==> src/dmsc_defs.svh <==
// Register addresses, bit positions and reset values for converter mode/status control
`ifndef DMSC_DEFS_SVH
`define DMSC_DEFS_SVH
`define DMSC_MODE_ADDR 8'hD1
`define DMSC_STAT_ADDR 8'hD8
`define DMSC_MODE_RST 8'h00
`define DMSC_STAT_RST 8'h00
`define DMSC_B_RDY_P 7
`define DMSC_B_RDY_A 6
`define DMSC_B_CAL 5
`define DMSC_B_NOREF 4
`define DMSC_B_ERR_P 3
`define DMSC_B_ERR_A 2
`define DMSC_B_EN_P 5
`define DMSC_B_EN_A 4
`define DMSC_MD_HI 2
`endif

==> src/dmsc_pkg.sv <==
// Types shared by the converter mode/status control files
package dmsc_pkg;
	typedef enum logic [2:0] {
		MD_PDOWN  = 3'h0,
		MD_IDLE   = 3'h1,
		MD_SINGLE = 3'h2,
		MD_CONT   = 3'h3,
		MD_ZS_INT = 3'h4,
		MD_FS_INT = 3'h5,
		MD_ZS_SYS = 3'h6,
		MD_FS_SYS = 3'h7
	} dmsc_mode_t;
	typedef enum logic [1:0] {
		SEL_PINS  = 2'h0,
		SEL_SHORT = 2'h1,
		SEL_VREF  = 2'h2
	} dmsc_sel_t;
	typedef enum logic {
		CH_IDLE = 1'b0,
		CH_BUSY = 1'b1
	} dmsc_chan_st_t;
endpackage

==> src/dmsc_chan_if.sv <==
// Control and flag signals between mode logic and one converter channel
`timescale 1ns/1ps
`default_nettype none
interface dmsc_chan_if;
	logic mwr;
	logic start;
	logic arm;
	logic run;
	logic cal_mode;
	logic rdy_clr;
	logic cal_block;
	logic force_ones;
	logic ready;
	logic err;
	logic busy;
	logic cal_evt;
	modport ctl (
		output mwr, start, arm, run, cal_mode, rdy_clr, cal_block, force_ones,
		input  ready, err, busy, cal_evt
	);
	modport chan (
		input  mwr, start, arm, run, cal_mode, rdy_clr, cal_block, force_ones,
		output ready, err, busy, cal_evt
	);
endinterface
`default_nettype wire

==> src/dmsc_chan.sv <==
// One converter channel: ready/error flags, result register, write inhibit
`timescale 1ns/1ps
`default_nettype none
module dmsc_chan #(
	parameter int W = 24
) (
	// Clock and reset
	input  wire logic         clk,
	input  wire logic         rst,
	// Control from mode logic
	dmsc_chan_if.chan         c,
	// Converter datapath
	input  wire logic         done_in,
	input  wire logic         clamp_in,
	input  wire logic         cal_fail_in,
	input  wire logic [W-1:0] result_in,
	output logic      [W-1:0] result_q,
	output logic              cal_we
);
	if (W < 8 || W > 32) begin : g_chk
		$error("dmsc_chan: W must be 8 to 32");
	end

	dmsc_pkg::dmsc_chan_st_t st_q;
	dmsc_pkg::dmsc_chan_st_t st_d;
	logic         rdy_q;
	logic         err_q;
	logic         accept;
	logic         cal_bad;
	logic         wr_data;
	logic         err_set;
	logic [W-1:0] res_d;

	// A completion lost to a fresh mode write is dropped; that write reset the converter
	assign accept  = done_in && c.run && !rdy_q && !c.mwr;
	assign cal_bad = cal_fail_in || c.cal_block;
	assign wr_data = accept && !c.cal_mode;
	assign cal_we  = accept && c.cal_mode && !cal_bad;
	assign res_d   = c.force_ones ? {W{1'b1}} : result_in;
	assign err_set = (wr_data && (clamp_in || c.force_ones)) || (accept && c.cal_mode && cal_bad);

	assign c.ready   = rdy_q;
	assign c.err     = err_q;
	assign c.busy    = (st_q == dmsc_pkg::CH_BUSY);
	assign c.cal_evt = accept && c.cal_mode;

	always_comb begin
		st_d = st_q;
		unique case (st_q)
			dmsc_pkg::CH_IDLE: begin
				st_d = c.arm ? dmsc_pkg::CH_BUSY : dmsc_pkg::CH_IDLE;
			end
			dmsc_pkg::CH_BUSY: begin
				if (c.mwr) begin
					st_d = c.arm ? dmsc_pkg::CH_BUSY : dmsc_pkg::CH_IDLE;
				end else if (accept) begin
					st_d = dmsc_pkg::CH_IDLE;
				end
			end
		endcase
	end

	always_ff @(posedge clk) begin
		if (rst) begin
			st_q     <= dmsc_pkg::CH_IDLE;
			rdy_q    <= 1'b0;
			err_q    <= 1'b0;
			result_q <= '0;
		end else begin
			st_q  <= st_d;
			// Set wins over any clear in the same cycle
			rdy_q <= accept || (rdy_q && !c.start && !c.rdy_clr);
			err_q <= err_set || (err_q && !c.start);
			if (wr_data) begin
				result_q <= res_d;
			end
		end
	end
endmodule
`default_nettype wire

==> src/dmsc_top.sv <==
// Mode register, status register and sequencing for the two converters
`timescale 1ns/1ps
`default_nettype none
`include "dmsc_defs.svh"
module dmsc_top #(
	parameter int PW = 24,
	parameter int AW = 16
) (
	// Clock and reset
	input  wire logic          clk,
	input  wire logic          rst,
	// Special function register bus
	input  wire logic [7:0]    sfr_addr,
	input  wire logic [7:0]    sfr_wdata,
	input  wire logic          sfr_wr,
	output logic      [7:0]    sfr_rdata,
	// Reference detector
	input  wire logic          ref_fault,
	// Primary converter datapath
	input  wire logic          p_done,
	input  wire logic          p_clamp,
	input  wire logic          p_cal_fail,
	input  wire logic [PW-1:0] p_result,
	input  wire logic          p_ref_ext,
	output logic      [PW-1:0] p_data,
	output logic               p_cal_we,
	output logic               p_conv_reset,
	output logic               p_power_down,
	output logic               p_mod_clk_en,
	output dmsc_pkg::dmsc_sel_t p_input_sel,
	// Auxiliary converter datapath
	input  wire logic          a_done,
	input  wire logic          a_clamp,
	input  wire logic          a_cal_fail,
	input  wire logic [AW-1:0] a_result,
	input  wire logic          a_ref_ext,
	input  wire logic          a_temp_sel,
	output logic      [AW-1:0] a_data,
	output logic               a_cal_we,
	output logic               a_conv_reset,
	output logic               a_power_down,
	output logic               a_mod_clk_en,
	output dmsc_pkg::dmsc_sel_t a_input_sel
);
	if (PW < AW) begin : g_chk
		$error("dmsc_top: primary width below auxiliary width");
	end

	// Mode and status state
	dmsc_pkg::dmsc_mode_t md_q;
	logic        en_p_q;
	logic        en_a_q;
	logic        cal_q;
	logic        noref_q;
	logic        seq_q;
	logic [7:0]  rdata_q;

	// Decoded bus access
	dmsc_pkg::dmsc_mode_t new_md;
	logic        mode_wr;
	logic        stat_wr;
	logic        start;
	logic        arm_p;
	logic        arm_a;
	logic        rdy_clr_p;
	logic        rdy_clr_a;
	logic        run_p;
	logic        run_a;
	logic        active_any;
	logic        done_all;
	logic        is_cal;
	logic        cal_set;
	logic [7:0]  stat_rd;
	logic [7:0]  mode_rd;
	logic [7:0]  rd_mux;
	dmsc_pkg::dmsc_sel_t sel_d;

	dmsc_chan_if pc ();
	dmsc_chan_if ac ();

	assign mode_wr = sfr_wr && (sfr_addr == `DMSC_MODE_ADDR);
	assign stat_wr = sfr_wr && (sfr_addr == `DMSC_STAT_ADDR);
	assign new_md  = dmsc_pkg::dmsc_mode_t'(sfr_wdata[`DMSC_MD_HI:0]);
	// Idle is not a start, so it leaves the flags for software to read
	assign start   = mode_wr && (new_md >= dmsc_pkg::MD_SINGLE);
	// Continuous mode never finishes, so it is not armed for the return to power-down
	assign arm_p   = start && sfr_wdata[`DMSC_B_EN_P] && (new_md != dmsc_pkg::MD_CONT);
	assign arm_a   = start && sfr_wdata[`DMSC_B_EN_A] && (new_md != dmsc_pkg::MD_CONT);
	// Writing a one to a ready bit is ignored; only zeros clear
	assign rdy_clr_p = stat_wr && !sfr_wdata[`DMSC_B_RDY_P];
	assign rdy_clr_a = stat_wr && !sfr_wdata[`DMSC_B_RDY_A];
	assign is_cal  = md_q[`DMSC_MD_HI];
	assign run_p   = en_p_q && (md_q >= dmsc_pkg::MD_SINGLE);
	assign run_a   = en_a_q && (md_q >= dmsc_pkg::MD_SINGLE);
	assign active_any = (en_p_q || en_a_q) && (md_q != dmsc_pkg::MD_PDOWN);
	assign done_all = seq_q && !pc.busy && !ac.busy && !mode_wr;
	assign cal_set = pc.cal_evt || ac.cal_evt;

	// Converter power and reset controls
	assign p_power_down = !en_p_q || (md_q == dmsc_pkg::MD_PDOWN);
	assign a_power_down = !en_a_q || (md_q == dmsc_pkg::MD_PDOWN);
	assign p_conv_reset = mode_wr || !run_p;
	assign a_conv_reset = mode_wr || !run_a;
	assign p_mod_clk_en = !p_power_down;
	assign a_mod_clk_en = !a_power_down;

	// System calibrations leave the pins selected; the user drives the levels
	assign sel_d = (md_q == dmsc_pkg::MD_ZS_INT) ? dmsc_pkg::SEL_SHORT :
		(md_q == dmsc_pkg::MD_FS_INT) ? dmsc_pkg::SEL_VREF : dmsc_pkg::SEL_PINS;
	assign p_input_sel = sel_d;
	assign a_input_sel = sel_d;

	// Channel controls
	assign pc.mwr        = mode_wr;
	assign pc.start      = start;
	assign pc.arm        = arm_p;
	assign pc.run        = run_p;
	assign pc.cal_mode   = is_cal;
	assign pc.rdy_clr    = rdy_clr_p;
	assign pc.cal_block  = 1'b0;
	assign pc.force_ones = noref_q && p_ref_ext;
	assign ac.mwr        = mode_wr;
	assign ac.start      = start;
	assign ac.arm        = arm_a;
	assign ac.run        = run_a;
	assign ac.cal_mode   = is_cal;
	assign ac.rdy_clr    = rdy_clr_a;
	assign ac.cal_block  = a_temp_sel;
	assign ac.force_ones = noref_q && a_ref_ext;

	// Read decode; reserved bits stay zero
	assign stat_rd = {pc.ready, ac.ready, cal_q, noref_q, pc.err, ac.err, 2'b00};
	assign mode_rd = {2'b00, en_p_q, en_a_q, 1'b0, md_q};
	assign rd_mux  = (sfr_addr == `DMSC_STAT_ADDR) ? stat_rd :
		(sfr_addr == `DMSC_MODE_ADDR) ? mode_rd : 8'h00;

	always_ff @(posedge clk) begin
		if (rst) begin
			md_q   <= dmsc_pkg::dmsc_mode_t'(`DMSC_MODE_RST);
			en_p_q <= 1'b0;
			en_a_q <= 1'b0;
			seq_q  <= 1'b0;
		end else if (mode_wr) begin
			// Software write beats the hardware return to power-down
			md_q   <= new_md;
			en_p_q <= sfr_wdata[`DMSC_B_EN_P];
			en_a_q <= sfr_wdata[`DMSC_B_EN_A];
			seq_q  <= arm_p || arm_a;
		end else if (done_all) begin
			md_q  <= dmsc_pkg::MD_PDOWN;
			seq_q <= 1'b0;
		end
	end

	always_ff @(posedge clk) begin
		if (rst) begin
			cal_q   <= 1'b0;
			noref_q <= 1'b0;
			rdata_q <= `DMSC_STAT_RST;
		end else begin
			cal_q   <= cal_set || (cal_q && !start);
			noref_q <= active_any && ref_fault;
			rdata_q <= rd_mux;
		end
	end

	assign sfr_rdata = rdata_q;

	dmsc_chan #(
		.W (PW)
	) u_prim (
		.clk         (clk),
		.rst         (rst),
		.c           (pc.chan),
		.done_in     (p_done),
		.clamp_in    (p_clamp),
		.cal_fail_in (p_cal_fail),
		.result_in   (p_result),
		.result_q    (p_data),
		.cal_we      (p_cal_we)
	);

	dmsc_chan #(
		.W (AW)
	) u_aux (
		.clk         (clk),
		.rst         (rst),
		.c           (ac.chan),
		.done_in     (a_done),
		.clamp_in    (a_clamp),
		.cal_fail_in (a_cal_fail),
		.result_in   (a_result),
		.result_q    (a_data),
		.cal_we      (a_cal_we)
	);
endmodule
`default_nettype wire

==> config.mk <==
export PLATFORM = sky130hd
export DESIGN_NAME = dmsc_top
export DESIGN_NICKNAME = d
export VERILOG_FILES = /design/src/dmsc_pkg.sv /design/src/dmsc_chan_if.sv /design/src/dmsc_chan.sv /design/src/dmsc_top.sv
export VERILOG_INCLUDE_DIRS = /design/src
export SDC_FILE = /design/constraint.sdc
export NUM_CORES = 1
export LEC_CHECK = 0
export ABC_AREA = 1
export BUFFER_PORTS_ARGS = -buffer_cell sky130_fd_sc_hd__buf_2
export CORE_MARGIN = 2
export CORE_UTILIZATION = 54
export CTS_BUF_LIST = sky130_fd_sc_hd__clkbuf_4 sky130_fd_sc_hd__clkbuf_8
export DETAILED_ROUTE_END_ITERATION = 8
export GPL_ROUTABILITY_DRIVEN = 0
export PLACE_DENSITY_LB_ADDON = 0.2
export RECOVER_POWER = 100
export SKIP_LAST_GASP = 1
export SLEW_MARGIN = 20
export SYNTH_ARGS = -nofsm -noshare
export SYNTH_HDL_FRONTEND = slang
export SYNTH_SLANG_ARGS = --single-unit
==> constraint.sdc <==
create_clock -name clk -period 2.8 [get_ports clk]
set_input_delay 0.28 -clock clk [delete_from_list [all_inputs] [get_ports clk]]
set_output_delay 0.28 -clock clk [all_outputs]
set_load 0.01 [all_outputs]
==> impl_metrics.csv, run 1 <==
group,metric,value,unit
clocking,cts_htree_levels,3,
power_and_ir_drop,power_frac_comb,0.064,
min_path,hp-class,"in2reg",
sta,slew_viol_final,0,
layout,drive_above_1_share,0.259,
floorplanning,core,5890,sq um
global_route,grt-ovfl-total,0,
power_and_ir_drop,peakVddDrop,0.358,mV
clocking,cts_resized,0,
global_route,grt_pass1_vias,2873,
sta,period_share,0.779,
layout,final_util,0.669,
route,first_pass_iters,4,
layout,area_growth,20.0,%
outcome,status,"finished, final reports clean",
worst_setup_path,worstPathArrival,1.90,ns
clocking,clock_latency,0.34,ns
power_and_ir_drop,seq_power_share,0.489,
sta,fmax,0.459,GHz
clocking,cts_hold_buf,0,
logic_synthesis,netlist_area,3280,sq um
layout,nets,678,
global_route,track_usage,0.238,
logic_synthesis,yosys_warnings,0,
logic_synthesis,synth_nets,560,
power_and_ir_drop,p_sw_frac,0.223,
floorplanning,die_x,82.0,um
flow_run,drv_cap,0,
worst_setup_path,cp-end-kind,"output port",
worst_setup_path,start_kind,"register",
sta,hold_violations,0,
layout,insertedDiodeCount,0,
sta,tightestPinTransition,0.896,ns
sta,slew_headroom,0.402,
power_and_ir_drop,switching_power,0.403,mW
route,drtIter0Drc,115,
power_and_ir_drop,powerDensity,458,nW/um^2
floorplanning,die_y,82.0,um
sta,setup_violations,0,
power_and_ir_drop,power.leakage,1.88,nW
logic_synthesis,ys_seq_area_frac,0.378,
route,drt_wl_total,7.86,mm
clocking,cts_setup_buffers,0,
route,num_vias,3260,
global_route,grt_max_degree,31,
floorplanning,start_util,0.558,
floorplanning,ios,129,
route,wl_per_cell,11.4,um
place,portBuffers,127,
clocking,clock-sinks,62,
global_route,antenna_found_initial,0,
worst_setup_path,required,2.52,ns
sta,finalCriticalPeriod,2.18,ns
power_and_ir_drop,internal_power,1.40,mW
sta,rsz0062_at_grt,"no",
clocking,cts_root_buffer,"clkbuf_8",
sta,clock_skew,0.00838,ns
clocking,clkTransAtPathRegs,0.06,ns
power_and_ir_drop,clkPwrFrac,0.446,
place,dp.final_hpwl,5.52,mm
worst_setup_path,cp_max_fo,5,
logic_synthesis,ys_seq_elements,62,
clocking,cts_inserted_buffers,9,
route,drc,0,
clocking,cts_buffer_depth,2,
logic_synthesis,synth.distinct_cells,28,
clocking,cts_tree,"built",
sta,fin_tns_setup,0,ns
route,detail-route-antenna-nets,0,
worst_setup_path,worstSetupPathType,"reg2out",
floorplanning,rows,28,
logic_synthesis,syn-mean-instance-area,6.69,sq um
global_route,grt_pass1_wl,12.4,mm
logic_synthesis,synthCells,491,
route,via_per_inst,4.73,
floorplanning,die-area,6720,sq um
## registers in the layout, summed over array words and instances (netlist names)
| signal | count |
|---|---|
| en_a_q | 1 |
| seq_q | 1 |
| u_aux.result_q | 16 |
| u_prim.c.err | 1 |
| u_prim.result_q | 24 |
| u_prim.c.ready | 1 |
| u_aux.c.err | 1 |
| noref_q | 1 |
| sfr_rdata | 8 |
| u_aux.c.busy | 1 |
| cal_q | 1 |
| en_p_q | 1 |
| u_prim.c.busy | 1 |
| md_q | 3 |
| u_aux.c.ready | 1 |
## stage by stage
step           hold slack [ns]  std cells  cell area, sq um  total power [mW]  worst slack [ns]
2_1_floorplan            0.405        491              3280             0.960              1.36
4_1_cts                  0.156        689              4120              1.82             0.867
3_5_place_dp             0.429        673              3910              1.02             0.890
3_3_place_gp             0.426        673              3910              1.02             0.955
6_report                 0.171        689              3940              1.80             0.619
5_1_grt                  0.175        689              3940              1.88             0.438
## synthesized netlist by cell type, drive strengths merged
| cell | instances | area [sq um] |
|---|---|---|
| inv | 111 | 427 |
| nor2 | 57 | 329 |
| buf | 13 | 97.6 |
| dfxtp | 62 | 1240 |
| a21oi | 50 | 250 |
| nor3 | 3 | 15.0 |
| nand4 | 7 | 43.8 |
| nand3b | 3 | 22.5 |
| a21o | 2 | 15.0 |
| nand2 | 148 | 654 |
| clkbuf | 13 | 48.8 |
| o21ai | 2 | 10.0 |
| o22ai | 3 | 18.8 |
| nand3 | 15 | 97.6 |
| or2 | 2 | 12.5 |
## path summary, 6_finish.rpt
path / startpoint / slack (ns) / to / cells after the start
max: md_q[1] / 0.62 / a_cal_we / 9
min: ref_fault / 0.17 / noref_q / 3
max reg2reg: md_q[1] / 0.79 / u_prim.result_q[20] / 10
min reg2reg: u_prim.c.err / 0.43 / sfr_rdata[3] / 2
## critical path, stage by stage, from the launching register on
cell,delay [ns]
dfxtp_1,0.39
inv_1,0.08
nand2_1,0.21
nand3_2,0.14
nor2_4,0.12
nand2_1,0.20
inv_1,0.12
nand2_1,0.07
nor2_1,0.09
clkbuf_1,0.15
## routing by layer
metal,part of all wire,track usage,vias up
met3,0.062,0.0615,12
met1,0.43,0.285,1469
met4,0.014,0.0900,0
met5,0,0,-
li1,-,-,1687
met2,0.50,0.409,92
## layout make-up
class | instances | area (sq um)
fillers | 598 | 1950
clock buffers | 12 | 159
well taps | 75 | 93.8
flip-flops and latches | 62 | 1240
clock inverters | 4 | 45.0
inverters | 111 | 427
repair buffers | 133 | 598
multi-input cells | 292 | 1380
## power groups by stage
stage               clock network [mW]  registers, mW  logic (mW)
floorplan                            0          0.902      0.0578
global placement                     0          0.902       0.114
detailed placement                   0          0.902       0.116
CTS                              0.820          0.882       0.118
global route                     0.865          0.881       0.129
finish                           0.804          0.882       0.116
## placed cells by master, fill, tap and decap left out, types with 2 or more instances in the layout
cell	netlist	final
clkbuf_1	13	62
nand2_1	116	144
nor2_1	26	28
buf_4	5	4
buf_2	0	67
nor3_1	3	3
dfxtp_1	62	62
nand2_2	30	4
nor2_2	27	25
nor2_8	2	2
inv_1	77	77
nand3_2	2	2
inv_2	31	31
nand4_1	7	7
a21oi_1	50	50
clkinv_2	0	3
o22ai_1	3	3
o21ai_0	2	2
nand3b_1	3	3
clkbuf_8	0	11
or2_2	2	2
a21o_1	2	2
nor2_4	2	2
inv_4	2	2
nand3_1	12	12
## kinds of logic after synthesis
| logic type | count (synthesis) | share of synthesized area |
|---|---|---|
| compound gates | 57 | 0.0896 |
| buf+inv | 137 | 0.175 |
| flops | 62 | 0.378 |
| simple gates | 235 | 0.358 |
Note: power is estimated with default switching activity, not from simulation.
==> run 2, diff against run 1 <==
--- a/config.mk
+++ b/config.mk
@@ -9,7 +9,7 @@
 export ABC_AREA = 1
 export BUFFER_PORTS_ARGS = -buffer_cell sky130_fd_sc_hd__buf_2
 export CORE_MARGIN = 2
-export CORE_UTILIZATION = 54
+export CORE_UTILIZATION = 50
 export CTS_BUF_LIST = sky130_fd_sc_hd__clkbuf_4 sky130_fd_sc_hd__clkbuf_8
 export DETAILED_ROUTE_END_ITERATION = 8
 export GPL_ROUTABILITY_DRIVEN = 0
==> constraint.sdc (replaced) <==
create_clock -name clk -period 2.27 [get_ports clk]
set_input_delay 0.227 -clock clk [delete_from_list [all_inputs] [get_ports clk]]
set_output_delay 0.227 -clock clk [all_outputs]
set_load 0.01 [all_outputs]
==> run 2 against run 1 <==
Largest cell class unchanged. Utilization is 4.8 points lower. Cell count did not move. Routed wire length fell by 0.15%. Die area increased by 7.6%. Clock skew decreased by 0.0033 ns. Design area increased by 0.19%. Non-clock buffer count is the same. Worst hold slack got worse by 0.052 ns. Combinational power rose by 23%. Sequential power grew 24%. Setup slack lost 0.33 ns.
==> impl_metrics.csv, run 2 (same netlist as run 1, synthesis figures left out) <==
group,metric,value,unit
clocking,cts_root_buffer,"clkbuf_8",
place,portBuffers,127,
worst_setup_path,cp_cell_sequence,"inv_1 -> nand2_1 -> nand3_1 -> nor2_4 -> nand2_4 -> inv_1 -> nand2_1 -> nor2_1 -> clkbuf_1",
sta,setup_violations,0,
sta,fin_tns_setup,0,ns
clocking,cts_hold_buf,0,
route,first_pass_iters,4,
power_and_ir_drop,power_frac_comb,0.069,
worst_setup_path,start_kind,"register",
power_and_ir_drop,clkPwrFrac,0.405,
worst_setup_path,cp-end-kind,"output port",
worst_setup_path,crit_family,"simple AND/OR/NAND/NOR gates",
power_and_ir_drop,seq_power_share,0.526,
clocking,clock_latency,0.33,ns
power_and_ir_drop,power.leakage,1.86,nW
global_route,grt_max_degree,44,
sta,tightestPinTransition,0.520,ns
clocking,cts_setup_buffers,0,
flow_run,drv_cap,0,
worst_setup_path,path_buf_inv,3,
worst_setup_path,required,2.04,ns
clocking,cts_tree,"built",
sta,clock_skew,0.00509,ns
power_and_ir_drop,p_sw_frac,0.232,
sta,period_share,0.872,
sta,slew_viol_final,0,
power_and_ir_drop,switching_power,0.479,mW
clocking,clock-sinks,62,
global_route,track_usage,0.223,
layout,insertedDiodeCount,0,
route,wl_per_cell,11.4,um
layout,nets,678,
place,place_inst,675,
worst_setup_path,cp_max_fo,5,
route,detail-route-antenna-nets,0,
worst_setup_path,slowest_stage,"dfxtp_1",
floorplanning,rows,29,
global_route,grt_pass1_vias,3052,
layout,seq_area,1240,sq um
power_and_ir_drop,peakVddDrop,0.376,mV
route,drtIter0Drc,111,
clocking,cts_resized,0,
power_and_ir_drop,internal_power,1.59,mW
sta,rsz0062_at_grt,"no",
worst_setup_path,worstSetupPathType,"reg2out",
global_route,antenna_found_initial,0,
global_route,grt-ovfl-total,0,
worst_setup_path,regToRegSetupSlack,0.33,ns
global_route,grt_pass1_wl,13.1,mm
route,via_per_inst,4.61,
layout,drive_above_1_share,0.292,
floorplanning,start_util,0.517,
floorplanning,core,6350,sq um
clocking,cts_inserted_buffers,9,
layout,final_common_cell,"nand2_1",
worst_setup_path,max_stage_delay,0.40,ns
clocking,cts_htree_levels,3,
min_path,hp-class,"in2reg",
sta,slew_headroom,0.653,
power_and_ir_drop,power,2.07,mW
floorplanning,die_x,85.0,um
route,num_vias,3173,
route,drt_wl_total,7.85,mm
outcome,status,"finished, final reports clean",
floorplanning,die_y,85.0,um
route,drc,0,
sta,hold_violations,0,
worst_setup_path,worstPathArrival,1.75,ns
clocking,clkTransAtPathRegs,0.06,ns
layout,largest_register_ffs,24,
layout,stdcell_count,689,
layout,fillers,647,
clocking,cts_buffer_depth,2,
layout,largest-register,"u_prim.result_q",
place,dp.final_hpwl,5.52,mm
layout,final_cell_mix,"123 x nand2_1, 77 x inv_1, 67 x buf_2",
layout,area_growth,20.2,%
sta,fmax,0.505,GHz
floorplanning,die-area,7230,sq um
power_and_ir_drop,powerDensity,524,nW/um^2
floorplanning,ios,129,
sta,finalCriticalPeriod,1.98,ns
layout,multi_input_area,1420,sq um
## run 2: power groups by stage
| stage | Combinational, mW | Clock, mW | Sequential, mW |
|---|---|---|---|
| floorplan | 0.0712 | 0 | 1.11 |
| global placement | 0.142 | 0 | 1.11 |
| detailed placement | 0.143 | 0 | 1.11 |
| CTS | 0.144 | 0.860 | 1.09 |
| global route | 0.161 | 0.911 | 1.09 |
| finish | 0.143 | 0.836 | 1.09 |
## run 2: worst paths after layout
| path | start | endpoint | depth (start not counted) |
|---|---|---|---|
| hold / removal | ref_fault | noref_q | 3 |
| setup reg to reg | md_q[1] | u_prim.result_q[4] | 10 |
| setup / recovery | md_q[1] | a_cal_we | 9 |
| hold reg to reg | u_prim.c.err | sfr_rdata[3] | 2 |
## run 2: cell type report
cell class,instances,area share
clock buffer,12,0.0387
sequential,62,0.315
clock inverter,2,0.00254
multi-input combinational,292,0.359
timing repair buffer,133,0.153
tap,77,0.0244
inverter,111,0.108
## run 2: per-stage QoR
| stage | utilization | hold WS (ns) | cell area [sq um] | setup slack, ns |
|---|---|---|---|---|
| final | 0.621 | 0.119 | 3950 | 0.289 |
| after detailed placement | 0.616 | 0.422 | 3910 | 0.500 |
| after global placement | 0.616 | 0.421 | 3910 | 0.555 |
| after floorplan | - | 0.352 | 3280 | 0.833 |
| after CTS | 0.642 | 0.108 | 4080 | 0.399 |
| after global routing | 0.621 | 0.137 | 3950 | 0.115 |
## run 2: worst min-delay path, delay by kind of cell
kind            cells  cell delay, ns
compound gates      1            0.03
buf+inv             1            0.09
simple gates        1            0.05
## run 2: per-layer routing
| metal | wire length [um] | vias up | track usage |
|---|---|---|---|
| li1 | - | 1680 | - |
| met1 | 3450 | 1400 | 0.269 |
| met4 | 129 | 0 | 0.0895 |
| met5 | 0 | - | 0 |
| met2 | 3830 | 83 | 0.386 |
| met3 | 440 | 10 | 0.0486 |
==> run 3, diff against run 2 <==
--- a/config.mk
+++ b/config.mk
@@ -8,8 +8,9 @@
 export LEC_CHECK = 0
 export ABC_AREA = 1
 export BUFFER_PORTS_ARGS = -buffer_cell sky130_fd_sc_hd__buf_2
+export CAP_MARGIN = 15
 export CORE_MARGIN = 2
-export CORE_UTILIZATION = 50
+export CORE_UTILIZATION = 30
 export CTS_BUF_LIST = sky130_fd_sc_hd__clkbuf_4 sky130_fd_sc_hd__clkbuf_8
 export DETAILED_ROUTE_END_ITERATION = 8
 export GPL_ROUTABILITY_DRIVEN = 0
==> run 3 against run 2 <==
First-iteration DRC count is 18% lower. Power is 3.0% higher. Routed wire length is 11% higher. Via count is 0.54% lower. Clock power is 7.3% higher. Fmax is 2.5% higher. Worst hold slack better by 0.0020 ns. Combinational power hardly changed. Die area is 63% higher. Cell count is 9.1% higher. Highest routed layer unchanged.
==> impl_metrics.csv, run 3 (same netlist as run 1, synthesis figures left out) <==
group,metric,value,unit
power_and_ir_drop,power_frac_comb,0.068,
clocking,cts_tree,"built",
layout,final_common_cell,"nand2_1",
power_and_ir_drop,clkPwrFrac,0.421,
power_and_ir_drop,internal_power,1.64,mW
min_path,hold_start,"ref_fault",
layout,seq_area,1240,sq um
worst_setup_path,start_kind,"register",
worst_setup_path,worstSetupPathType,"reg2out",
sta,clock_skew,0.00645,ns
sta,hold_violations,0,
clocking,clock_latency,0.33,ns
sta,period_share,0.851,
sta,slew_viol_final,0,
floorplanning,die_x,109,um
route,num_vias,3156,
global_route,grt_pass1_wl,13.6,mm
floorplanning,die-area,11800,sq um
global_route,grt-ovfl-total,0,
power_and_ir_drop,peakVddDrop,0.253,mV
layout,final_cell_mix,"124 x nand2_1, 76 x inv_1, 68 x buf_2",
worst_setup_path,worstPathArrival,1.71,ns
clocking,cts_buffer_depth,2,
layout,final_area,4030,sq um
sta,finalCriticalPeriod,1.93,ns
route,drt_wl_total,8.70,mm
min_path,hp-class,"in2reg",
layout,fillers,1240,
route,wl_per_cell,11.6,um
sta,setup_violations,0,
power_and_ir_drop,power.leakage,1.86,nW
sta,rsz0062_at_grt,"no",
clocking,cts_resized,0,
place,portBuffers,127,
layout,largest_register_ffs,24,
floorplanning,die_y,109,um
floorplanning,start_util,0.306,
layout,nets,677,
clocking,clkTransAtPathRegs,0.07,ns
worst_setup_path,reg2reg_depth,10,
clocking,cts_htree_levels,3,
clocking,clock-sinks,62,
outcome,status,"finished, final reports clean",
floorplanning,core,10700,sq um
place,dpl_worst_slack,0.477,ns
flow_run,drv_cap,0,
route,detail-route-antenna-nets,0,
sta,tightestPinTransition,0.996,ns
global_route,grt_pass1_vias,2961,
power_and_ir_drop,p_sw_frac,0.231,
floorplanning,rows,38,
global_route,grt_max_degree,48,
layout,drive_above_1_share,0.294,
worst_setup_path,required,2.04,ns
route,drtIter0Drc,91,
route,via_per_inst,4.20,
worst_setup_path,timing.rr.start,"md_q[1]",
route,first_pass_iters,4,
power_and_ir_drop,seq_power_share,0.511,
global_route,track_usage,0.150,
clocking,cts_hold_buf,0,
route,drc,0,
clocking,cts_inserted_buffers,9,
place,dp.final_hpwl,6.06,mm
floorplanning,ios,129,
sta,worst_slack,0.338,ns
worst_setup_path,startpoint,"md_q[1]",
power_and_ir_drop,switching_power,0.491,mW
layout,largest-register,"u_prim.result_q",
clocking,cts_root_buffer,"clkbuf_8",
power_and_ir_drop,powerDensity,529,nW/um^2
global_route,antenna_found_initial,0,
worst_setup_path,cp_max_fo,5,
layout,insertedDiodeCount,0,
layout,final_util,0.375,
place,placed_area,3990,sq um
sta,slew_headroom,0.335,
layout,area_growth,22.7,%
worst_setup_path,cp-end-kind,"output port",
sta,fmax,0.518,GHz
clocking,cts_setup_buffers,0,
sta,fin_tns_setup,0,ns
min_path,min_delay_path_depth,3,
layout,multi_input_area,1410,sq um
run 3: layer usage:
layer	wire (um)	global-route usage	vias to the layer above	share of wire
met1	4180	0.193	1389	0.48
li1	-	-	1677	-
met3	551	0.0406	4	0.063
met4	29	0.0467	0	0.0033
met5	0	0	-	0
met2	3950	0.243	86	0.45
run 3: final cells by class:
class	count	share of cell area
repair buffers	132	0.149
well taps	140	0.0435
flip-flops and latches	62	0.308
clock buffers	14	0.0432
multi-input cells	292	0.349
clock inverters	1	0.00124
inverters	111	0.106
run 3: final timing paths:
check / endpoint / slack [ns]
hold reg to reg: sfr_rdata[3] / 0.45
setup / recovery: a_cal_we / 0.34
setup reg to reg: u_prim.result_q[20] / 0.38
hold / removal: noref_q / 0.12
run 3: worst max-delay path, cell delays in order, from the launching register on:
cell and delay [ns]:
dfxtp_1 0.39, inv_1 0.07, nand2_1 0.20, nand3_2 0.12, nor2_4 0.15, nand2_4 0.09
inv_1 0.06, nand2_1 0.06, nor2_1 0.08, clkbuf_1 0.16
run 3: stage by stage:
step           std cells  hold slack [ns]  total power [mW]
6_report             752            0.121              2.13
5_1_grt              752            0.101              2.25
4_1_cts              752           0.0935              2.18
3_5_place_dp         737            0.431              1.26
3_3_place_gp         737            0.428              1.26
2_1_floorplan        491            0.352              1.18
run 3: power groups by stage:
stage	clock (mW)	sequential (mW)	combinational, mW
detailed placement	0	1.11	0.147
CTS	0.940	1.09	0.148
floorplan	0	1.11	0.0712
global route	0.996	1.09	0.163
finish	0.897	1.09	0.144
global placement	0	1.11	0.145
